**src/tdt_pkg.sv**
```systemverilog
package tdt_pkg;
   // ****************************************
   // Register map
   // ****************************************
   localparam logic [7:0] TDT_CTRL_ADDR [2] = '{8'hFA, 8'hFB};
   localparam logic [7:0] TDT_CNTH_ADDR [2] = '{8'hF2, 8'hF6};
   localparam logic [7:0] TDT_CNTL_ADDR [2] = '{8'hF3, 8'hF7};
   localparam logic [7:0] TDT_REFH_ADDR [2] = '{8'hF4, 8'hF8};
   localparam logic [7:0] TDT_REFL_ADDR [2] = '{8'hF5, 8'hF9};
   localparam logic [7:0] TDT_PEND_ADDR      = 8'hF1;
   localparam logic [7:0] TDT_CTRL_RESET     = 8'h00;
   // ****************************************
   // Control fields
   // ****************************************
   localparam int TDT_CSEL_MSB = 7;
   localparam int TDT_CSEL_LSB = 5;
   localparam int TDT_MODE_MSB = 4;
   localparam int TDT_MODE_LSB = 3;
   localparam int TDT_CLR_BIT  = 2;
   localparam int TDT_MCIE_BIT = 1;
   localparam int TDT_OVIE_BIT = 0;
   localparam logic [2:0] TDT_CS_DIV1024 = 3'h0;
   localparam logic [2:0] TDT_CS_DIV256  = 3'h1;
   localparam logic [2:0] TDT_CS_DIV64   = 3'h2;
   localparam logic [2:0] TDT_CS_DIV8    = 3'h3;
   localparam logic [2:0] TDT_CS_DIV1    = 3'h4;
   localparam logic [2:0] TDT_CS_EXTR    = 3'h5;
   localparam logic [2:0] TDT_CS_EXTF    = 3'h6;
   localparam logic [2:0] TDT_CS_STOP    = 3'h7;
   localparam logic [1:0] TDT_MD_INTERVAL = 2'h0;
   localparam logic [1:0] TDT_MD_CAPRISE  = 2'h1;
   localparam logic [1:0] TDT_MD_CAPFALL  = 2'h2;
   localparam logic [1:0] TDT_MD_PWM      = 2'h3;
   // ****************************************
   // Prescaler masks and pending bits
   // ****************************************
   localparam logic [9:0] TDT_MASK1024 = 10'h3FF;
   localparam logic [9:0] TDT_MASK256  = 10'h0FF;
   localparam logic [9:0] TDT_MASK64   = 10'h03F;
   localparam logic [9:0] TDT_MASK8    = 10'h007;
   localparam int TDT_OVF_PEND [2] = '{2, 4};
   localparam int TDT_MC_PEND  [2] = '{3, 5};
   localparam logic [2:0] TDT_CAPSEL_PIN = 3'h0;
   localparam logic [15:0] TDT_CNT_MAX   = 16'hFFFF;
   localparam logic [15:0] TDT_CNT_ZERO  = 16'h0000;
   // ****************************************
   // Level 3 vectors
   // ****************************************
   localparam logic [7:0] TDT_VEC_OVF [2] = '{8'hDA, 8'hDE};
   localparam logic [7:0] TDT_VEC_MC  [2] = '{8'hD8, 8'hDC};
   localparam logic [7:0] TDT_VEC_NONE    = 8'h00;
endpackage : tdt_pkg

```
**src/tdt_timer.sv**
```systemverilog
`timescale 1ns/1ps
module tdt_timer #(
   parameter int NUM_TIMERS = 2,
   parameter int CNT_W      = 16
) (
   // Clock and reset
   input  wire logic                  clk_i,
   input  wire logic                  srst_i,
   // Register port
   input  wire logic [7:0]            reg_addr_i,
   input  wire logic                  reg_wr_i,
   input  wire logic [7:0]            reg_wdata_i,
   output logic      [7:0]            reg_rdata_o,
   // Interrupt service
   input  wire logic [NUM_TIMERS-1:0] ovf_serviced_i,
   output logic      [NUM_TIMERS-1:0] overflow_irq_o,
   output logic      [NUM_TIMERS-1:0] match_capture_irq_o,
   output logic                       interrupt_level_three_o,
   output logic      [7:0]            irq_vector_o,
   // Pins
   input  wire logic [2:0]            port3_low_capsel_i,
   input  wire logic [NUM_TIMERS-1:0] ext_clock_pin_i,
   input  wire logic [NUM_TIMERS-1:0] capture_pin_i,
   output logic      [NUM_TIMERS-1:0] toggle_pin_o
);
   // ****************************************
   // Shared prescaler
   // ****************************************
   logic [9:0] presc_ff;
   logic [9:0] nxt_presc;

   always_comb begin
      nxt_presc = presc_ff + 10'h001;
   end

   always_ff @(posedge clk_i) begin
      if (srst_i) begin
         presc_ff <= '0;
      end else begin
         presc_ff <= nxt_presc;
      end
   end

   localparam int TDT_CSEL_MSB_L = tdt_pkg::TDT_CSEL_MSB;
   localparam int TDT_CSEL_LSB_L = tdt_pkg::TDT_CSEL_LSB;
   localparam int TDT_MODE_MSB_L = tdt_pkg::TDT_MODE_MSB;
   localparam int TDT_MODE_LSB_L = tdt_pkg::TDT_MODE_LSB;
   localparam int TDT_CLR_BIT_L  = tdt_pkg::TDT_CLR_BIT;

   // ****************************************
   // Per-timer state
   // ****************************************
   logic [NUM_TIMERS-1:0][7:0]       ctrl_ff;
   logic [NUM_TIMERS-1:0][CNT_W-1:0] cnt_ff;
   logic [NUM_TIMERS-1:0][CNT_W-1:0] ref_ff;
   logic [NUM_TIMERS-1:0]            ovf_ev;
   logic [NUM_TIMERS-1:0]            mc_ev;

   for (genvar i = 0; i < NUM_TIMERS; i++) begin : g_tmr
      logic [7:0]       nxt_ctrl;
      logic [CNT_W-1:0] nxt_cnt;
      logic [CNT_W-1:0] nxt_ref;
      logic             out_ff;
      logic             nxt_out;
      // Pins are asynchronous: two flops, then a third stage for edges
      logic [2:0]       clk_sync_ff;
      logic [2:0]       cap_sync_ff;
      logic             tick;
      logic             cap_edge;
      logic             cap_ok;
      logic [2:0]       csel;
      logic [1:0]       mode;

      always_comb begin
         csel     = ctrl_ff[i][TDT_CSEL_MSB_L:TDT_CSEL_LSB_L];
         mode     = ctrl_ff[i][TDT_MODE_MSB_L:TDT_MODE_LSB_L];
         nxt_ctrl = ctrl_ff[i];
         nxt_cnt  = cnt_ff[i];
         nxt_ref  = ref_ff[i];
         nxt_out  = out_ff;
         ovf_ev[i] = 1'b0;
         mc_ev[i]  = 1'b0;
         unique case (csel)
            tdt_pkg::TDT_CS_DIV1024: tick = ((presc_ff & tdt_pkg::TDT_MASK1024)
                                            == tdt_pkg::TDT_MASK1024);
            tdt_pkg::TDT_CS_DIV256:  tick = ((presc_ff & tdt_pkg::TDT_MASK256)
                                            == tdt_pkg::TDT_MASK256);
            tdt_pkg::TDT_CS_DIV64:   tick = ((presc_ff & tdt_pkg::TDT_MASK64)
                                            == tdt_pkg::TDT_MASK64);
            tdt_pkg::TDT_CS_DIV8:    tick = ((presc_ff & tdt_pkg::TDT_MASK8)
                                            == tdt_pkg::TDT_MASK8);
            tdt_pkg::TDT_CS_DIV1:    tick = 1'b1;
            tdt_pkg::TDT_CS_EXTR:    tick = clk_sync_ff[1] & ~clk_sync_ff[2];
            tdt_pkg::TDT_CS_EXTF:    tick = ~clk_sync_ff[1] & clk_sync_ff[2];
            tdt_pkg::TDT_CS_STOP:    tick = 1'b0;
         endcase
         // Timer 0 capture source select lies outside this block
         cap_ok   = (i != 0) || (port3_low_capsel_i == tdt_pkg::TDT_CAPSEL_PIN);
         cap_edge = cap_ok && (((mode == tdt_pkg::TDT_MD_CAPRISE) && cap_sync_ff[1]
                                && !cap_sync_ff[2]) ||
                               ((mode == tdt_pkg::TDT_MD_CAPFALL) && !cap_sync_ff[1]
                                && cap_sync_ff[2]));
         if (reg_wr_i && (reg_addr_i == tdt_pkg::TDT_CTRL_ADDR[i])) begin
            // Clear bit is a strobe, so it never reads back as one
            nxt_ctrl = reg_wdata_i;
            nxt_ctrl[TDT_CLR_BIT_L] = 1'b0;
         end
         if (reg_wr_i && (reg_addr_i == tdt_pkg::TDT_REFH_ADDR[i])) begin
            nxt_ref[CNT_W-1:8] = reg_wdata_i;
         end
         if (reg_wr_i && (reg_addr_i == tdt_pkg::TDT_REFL_ADDR[i])) begin
            nxt_ref[7:0] = reg_wdata_i;
         end
         if (tick) begin
            if ((mode == tdt_pkg::TDT_MD_INTERVAL) && (cnt_ff[i] == ref_ff[i])) begin
               nxt_cnt   = tdt_pkg::TDT_CNT_ZERO;
               mc_ev[i]  = 1'b1;
               nxt_out   = ~out_ff;
            end else begin
               nxt_cnt = cnt_ff[i] + 16'h0001;
               if (cnt_ff[i] == tdt_pkg::TDT_CNT_MAX) begin
                  ovf_ev[i] = 1'b1;
               end
               if ((mode == tdt_pkg::TDT_MD_PWM) && (cnt_ff[i] == ref_ff[i])) begin
                  mc_ev[i] = 1'b1;
               end
            end
         end
         if (cap_edge) begin
            nxt_ref  = cnt_ff[i];
            mc_ev[i] = 1'b1;
         end
         if (mode == tdt_pkg::TDT_MD_PWM) begin
            nxt_out = (ref_ff[i] > nxt_cnt);
         end
         // A clear write wins over a coincident count step
         if (reg_wr_i && (reg_addr_i == tdt_pkg::TDT_CTRL_ADDR[i])
             && reg_wdata_i[TDT_CLR_BIT_L]) begin
            nxt_cnt = tdt_pkg::TDT_CNT_ZERO;
         end
      end

      always_ff @(posedge clk_i) begin
         if (srst_i) begin
            ctrl_ff[i]  <= tdt_pkg::TDT_CTRL_RESET;
            cnt_ff[i]   <= '0;
            ref_ff[i]   <= '0;
            out_ff      <= 1'b0;
            clk_sync_ff <= '0;
            cap_sync_ff <= '0;
         end else begin
            ctrl_ff[i]  <= nxt_ctrl;
            cnt_ff[i]   <= nxt_cnt;
            ref_ff[i]   <= nxt_ref;
            out_ff      <= nxt_out;
            clk_sync_ff <= {clk_sync_ff[1:0], ext_clock_pin_i[i]};
            cap_sync_ff <= {cap_sync_ff[1:0], capture_pin_i[i]};
         end
      end

      // PWM and interval share one pin
      assign toggle_pin_o[i] = out_ff;
   end : g_tmr

   // ****************************************
   // Shared pending flags
   // ****************************************
   logic [7:0] pend_ff;
   logic [7:0] nxt_pend;

   always_comb begin
      nxt_pend = pend_ff;
      if (reg_wr_i && (reg_addr_i == tdt_pkg::TDT_PEND_ADDR)) begin
         // Writing one leaves a flag alone; only zero clears
         nxt_pend = pend_ff & reg_wdata_i;
      end
      for (int k = 0; k < NUM_TIMERS; k++) begin
         if (ovf_serviced_i[k]) begin
            nxt_pend[tdt_pkg::TDT_OVF_PEND[k]] = 1'b0;
         end
         // Set after clear, so a same-cycle event is never lost
         if (ovf_ev[k]) begin
            nxt_pend[tdt_pkg::TDT_OVF_PEND[k]] = 1'b1;
         end
         if (mc_ev[k]) begin
            nxt_pend[tdt_pkg::TDT_MC_PEND[k]] = 1'b1;
         end
      end
   end

   always_ff @(posedge clk_i) begin
      if (srst_i) begin
         pend_ff <= '0;
      end else begin
         pend_ff <= nxt_pend & 8'h3C;
      end
   end

   // ****************************************
   // Interrupt requests
   // ****************************************
   always_comb begin
      irq_vector_o = tdt_pkg::TDT_VEC_NONE;
      for (int k = NUM_TIMERS - 1; k >= 0; k--) begin
         overflow_irq_o[k] = pend_ff[tdt_pkg::TDT_OVF_PEND[k]]
                             & ctrl_ff[k][tdt_pkg::TDT_OVIE_BIT];
         match_capture_irq_o[k] = pend_ff[tdt_pkg::TDT_MC_PEND[k]]
                                  & ctrl_ff[k][tdt_pkg::TDT_MCIE_BIT];
         // Lowest vector address has the highest priority
         if (overflow_irq_o[k]) begin
            irq_vector_o = tdt_pkg::TDT_VEC_OVF[k];
         end
         if (match_capture_irq_o[k]) begin
            irq_vector_o = tdt_pkg::TDT_VEC_MC[k];
         end
      end
      interrupt_level_three_o = |overflow_irq_o | |match_capture_irq_o;
   end

   // ****************************************
   // Read back
   // ****************************************
   logic [7:0] rdata_ff;
   logic [7:0] nxt_rdata;

   always_comb begin
      nxt_rdata = 8'h00;
      if (reg_addr_i == tdt_pkg::TDT_PEND_ADDR) begin
         nxt_rdata = pend_ff;
      end
      for (int k = 0; k < NUM_TIMERS; k++) begin
         if (reg_addr_i == tdt_pkg::TDT_CTRL_ADDR[k]) begin
            nxt_rdata = ctrl_ff[k];
         end
         if (reg_addr_i == tdt_pkg::TDT_CNTH_ADDR[k]) begin
            nxt_rdata = cnt_ff[k][CNT_W-1:8];
         end
         if (reg_addr_i == tdt_pkg::TDT_CNTL_ADDR[k]) begin
            nxt_rdata = cnt_ff[k][7:0];
         end
         if (reg_addr_i == tdt_pkg::TDT_REFH_ADDR[k]) begin
            nxt_rdata = ref_ff[k][CNT_W-1:8];
         end
         if (reg_addr_i == tdt_pkg::TDT_REFL_ADDR[k]) begin
            nxt_rdata = ref_ff[k][7:0];
         end
      end
   end

   always_ff @(posedge clk_i) begin
      if (srst_i) begin
         rdata_ff <= '0;
      end else begin
         rdata_ff <= nxt_rdata;
      end
   end

   assign reg_rdata_o = rdata_ff;
endmodule // tdt_timer

```
**config.mk**
```make
export PLATFORM = sky130hd
export DESIGN_NAME = tdt_timer
export DESIGN_NICKNAME = d
export VERILOG_FILES = /design/src/tdt_pkg.sv /design/src/tdt_timer.sv
export SDC_FILE = /design/constraint.sdc
export NUM_CORES = 1
export LEC_CHECK = 0
export BUFFER_PORTS_ARGS = -buffer_cell sky130_fd_sc_hd__buf_4
export CAP_MARGIN = 0
export CORE_MARGIN = 4
export CORE_UTILIZATION = 50
export DETAILED_ROUTE_END_ITERATION = 6
export PLACE_DENSITY = 0.68
export SYNTH_ARGS = -nofsm -noshare
export SYNTH_HDL_FRONTEND = slang
export SYNTH_SLANG_ARGS = --single-unit
```
**constraint.sdc**
```tcl
create_clock -name clk_i -period 3.3 [get_ports clk_i]
set_clock_uncertainty 0.1 [all_clocks]
set_input_delay 0.165 -clock clk_i [delete_from_list [all_inputs] [get_ports clk_i]]
set_output_delay 0.165 -clock clk_i [all_outputs]
set_load 0.02 [all_outputs]
```
==> results.toml <==
[sta]
tightest_slew_ps = 656
fin_crit_ps = 3230
rsz0062_at_grt = "yes"
maxSlewHeadroom = 0.551
maxSlewViolCount = 0
fmax_ghz = 0.310
finalCritPeriodShare = 0.979
hold_viol = 0
finalSetupTns_ps = 0
finalSetupViolations = 0

[synthesis]
synth_top_flop_cell = "dfxtp_1"
yosysWarnings = 0
syn_avg_cell_area_sq_um = 8.33
synth_area_leaders = "dfxtp_1 30%, mux2i_1 6.6%, ha_1 6.0%"
netlist_area_sq_um = 7530
synth_edf_count = 0
ys_async_sr_fraction = 0
synth_top_area_frac = 0.303
ys_ff_latch = 114
yosys-top-cells-count = "117 x nor2_1, 114 x dfxtp_1, 59 x nand2_1"
yosysUniqueCellTypes = 82
synth_top_cell_by_area = "dfxtp_1"
synthCells = 905
yosysSeqAreaShare = 0.303
synth_most_common_cell = "nor2_1"

[critical_path]
regToRegStartpoint = "presc_ff[0]"
startpoint_type = "register"
path_max_fanout = 5
reg2regPathDepth = 14
cp.arrival_ps = 3490
r2r-end = "g_tmr[1].out_ff"
r2r_slack_ps = 70
end_kind = "register"
crit_type = "register to register"
cp.required_ps = 3550

[cts]
cts_tree = "built"
clkTransAtPathRegs_ps = 60
clockBufferDepth = 2
cts-buffers-inserted = 17
cts.sinks = 114
root_buffer = "clkbuf_16"
cts.htree.levels = 4
clk_latency_ps = 420

[global_route]
grt_max_degree = 51
grt_use_total = 0.286
grt-ovfl-total = 0
grt_pass1_wl_mm = 37.3
antenna_found_initial = 0
grt_pass1_vias = 6601

[floorplanning]
core_sq_um = 14600
num_rows = 44
ios = 51
die_w_um = 131
dieArea_sq_um = 17100
fp.dieH_um = 131
initial_core_util = 0.515

[place]
hpwl_mm = 17.6
portBuffers = 48
post_dp_cell_area_sq_um = 8360
place.gp.congestion = 0.993

[hold_path]
worstHoldEndpoint = "reg_rdata_o[7]"
hold_class = "input port to register"
hold_depth = 3
min_from = "reg_addr_i[1]"

[detailed_routing]
top_layer = "met4"
postRouteAntennaNets = 0
num_vias = 7423
drc = 0
drt_wl_total_mm = 24.3
first_pass_iters = 6
wl_per_cell_um = 20.4
wl_met2_mm = 10.6
dr_wl_met3_mm = 2.60
avgViaCountPerCell = 6.21
drt_iter0_drc = 846
wl_met1_mm = 10.8

[power]
clockPowerShare = 0.548
p_int_mw = 2.71
p_leak_nw = 3.93
peakVddDrop_mv = 0.337
p_sw_mw = 0.839
seq_power_share = 0.393
power.density_nw_per_um2 = 385
p_comb_frac = 0.059
switching_share = 0.237

[final_layout]
diodes = 0
area_growth_pct = 22.3
drive_gt1_frac = 0.200
layout.cell_area.non_filler_sq_um = 9210
layout.nets = 1062

[status]
status = "finished, final reports clean"

[flow_run]
drv_cap = 0
per-stage QoR:
| step | power [mW] | hold slack [ps] | setup WS (ps) | instances | utilization |
|---|---|---|---|---|---|
| final | 3.55 | 148 | 69.7 | 1195 | 0.629 |
| after global routing | 3.64 | 145 | -77.6 | 1195 | 0.629 |
| after CTS | 3.56 | 114 | 113 | 1193 | 0.623 |
| after detailed placement | 1.61 | 283 | 126 | 1147 | 0.571 |
| after global placement | 1.61 | 283 | 207 | 1147 | 0.571 |
| after floorplan | 1.53 | 193 | 287 | 906 | - |
logic make-up after synthesis:
kind of cell / share of synthesized area
multiplexers: 0.0709
adder cells (fa/ha/maj): 0.0598
AO/OA/AOI/OAI: 0.219
AND/OR/NAND/NOR: 0.235
other: 0.000498
XOR/XNOR: 0.0604
flip-flops: 0.303
buffers and inverters: 0.0521
timing repair:
| action | in CTS | in global routing |
|---|---|---|
| resized for setup | 0 | 14 |
| hold buffers | 14 | 0 |
| endpoints found under the setup margin | 0 | 2 |
| hold endpoints to repair | 18 | 0 |
| setup buffers | 0 | 2 |
layer usage:
metal	global-route usage	up-vias
met5	0	-
met4	0.0768	0
met3	0.0699	34
met2	0.414	425
met1	0.422	3458
li1	-	3506
worst max-delay path by stage:
stage	cells after the start	endpoint	startpoint
after floorplan	14	g_tmr[1].out_ff	presc_ff[0]
final	14	g_tmr[1].out_ff	presc_ff[0]
after global routing	14	g_tmr[1].out_ff	presc_ff[1]
after CTS	13	g_tmr[1].out_ff	presc_ff[0]
after detailed placement	13	g_tmr[1].out_ff	presc_ff[0]
after global placement	13	g_tmr[1].out_ff	presc_ff[0]
registers in the layout, summed over array words and instances, names as in the netlist:
register           flops
g_tmr.clk_sync_ff      6
pend_ff                4
cnt_ff                32
ctrl_ff               14
g_tmr.out_ff           2
g_tmr.cap_sync_ff      6
presc_ff              10
reg_rdata_o            8
ref_ff                32
cells in the final DEF (no fill, tap or decap), types with 16 or more instances in the layout:
cell type / netlist / layout
buf_4: 8 / 124
nor2_1: 117 / 114
dfxtp_1: 114 / 113
nand2_1: 59 / 59
mux2i_1: 50 / 50
a211oi_1: 40 / 40
a21oi_1: 40 / 39
xnor2_1: 41 / 37
ha_1: 36 / 35
nor2b_1: 33 / 33
nand3_1: 32 / 32
o21ai_0: 29 / 29
nand4_1: 22 / 22
a21o_1: 18 / 18
clkbuf_16: 0 / 17
inv_1: 16 / 16
critical path: stages, from the launching register on:
cell and delay, ps:
dfxtp_1 330, ha_2 230, ha_1 190, and3b_1 200
nor3_1 220, o211a_1 290, buf_4 180, nand3_1 120
xnor2_1 190, nand2_1 80, ha_1 310, nand4_1 140
a2111oi_1 350, a21oi_1 120, o22ai_1 120
area by class of cell:
cell class              count  area, sq um
multi-input cells         710         4940
inverters                  17         63.8
repair buffers            138         1070
fillers                  1297         5430
clock buffers              19          453
well taps                 184          230
clock inverters            13          173
flip-flops and latches    114         2280
power by group through the flow:
stage / clock [mW] / sequential [mW] / combinational [mW]
final: 1.94 / 1.39 / 0.209
after global routing: 2.02 / 1.39 / 0.222
after CTS: 1.96 / 1.39 / 0.202
after detailed placement: 0 / 1.42 / 0.189
after global placement: 0 / 1.42 / 0.190
after floorplan: 0 / 1.42 / 0.110
Power figures use the tool's default switching activity.
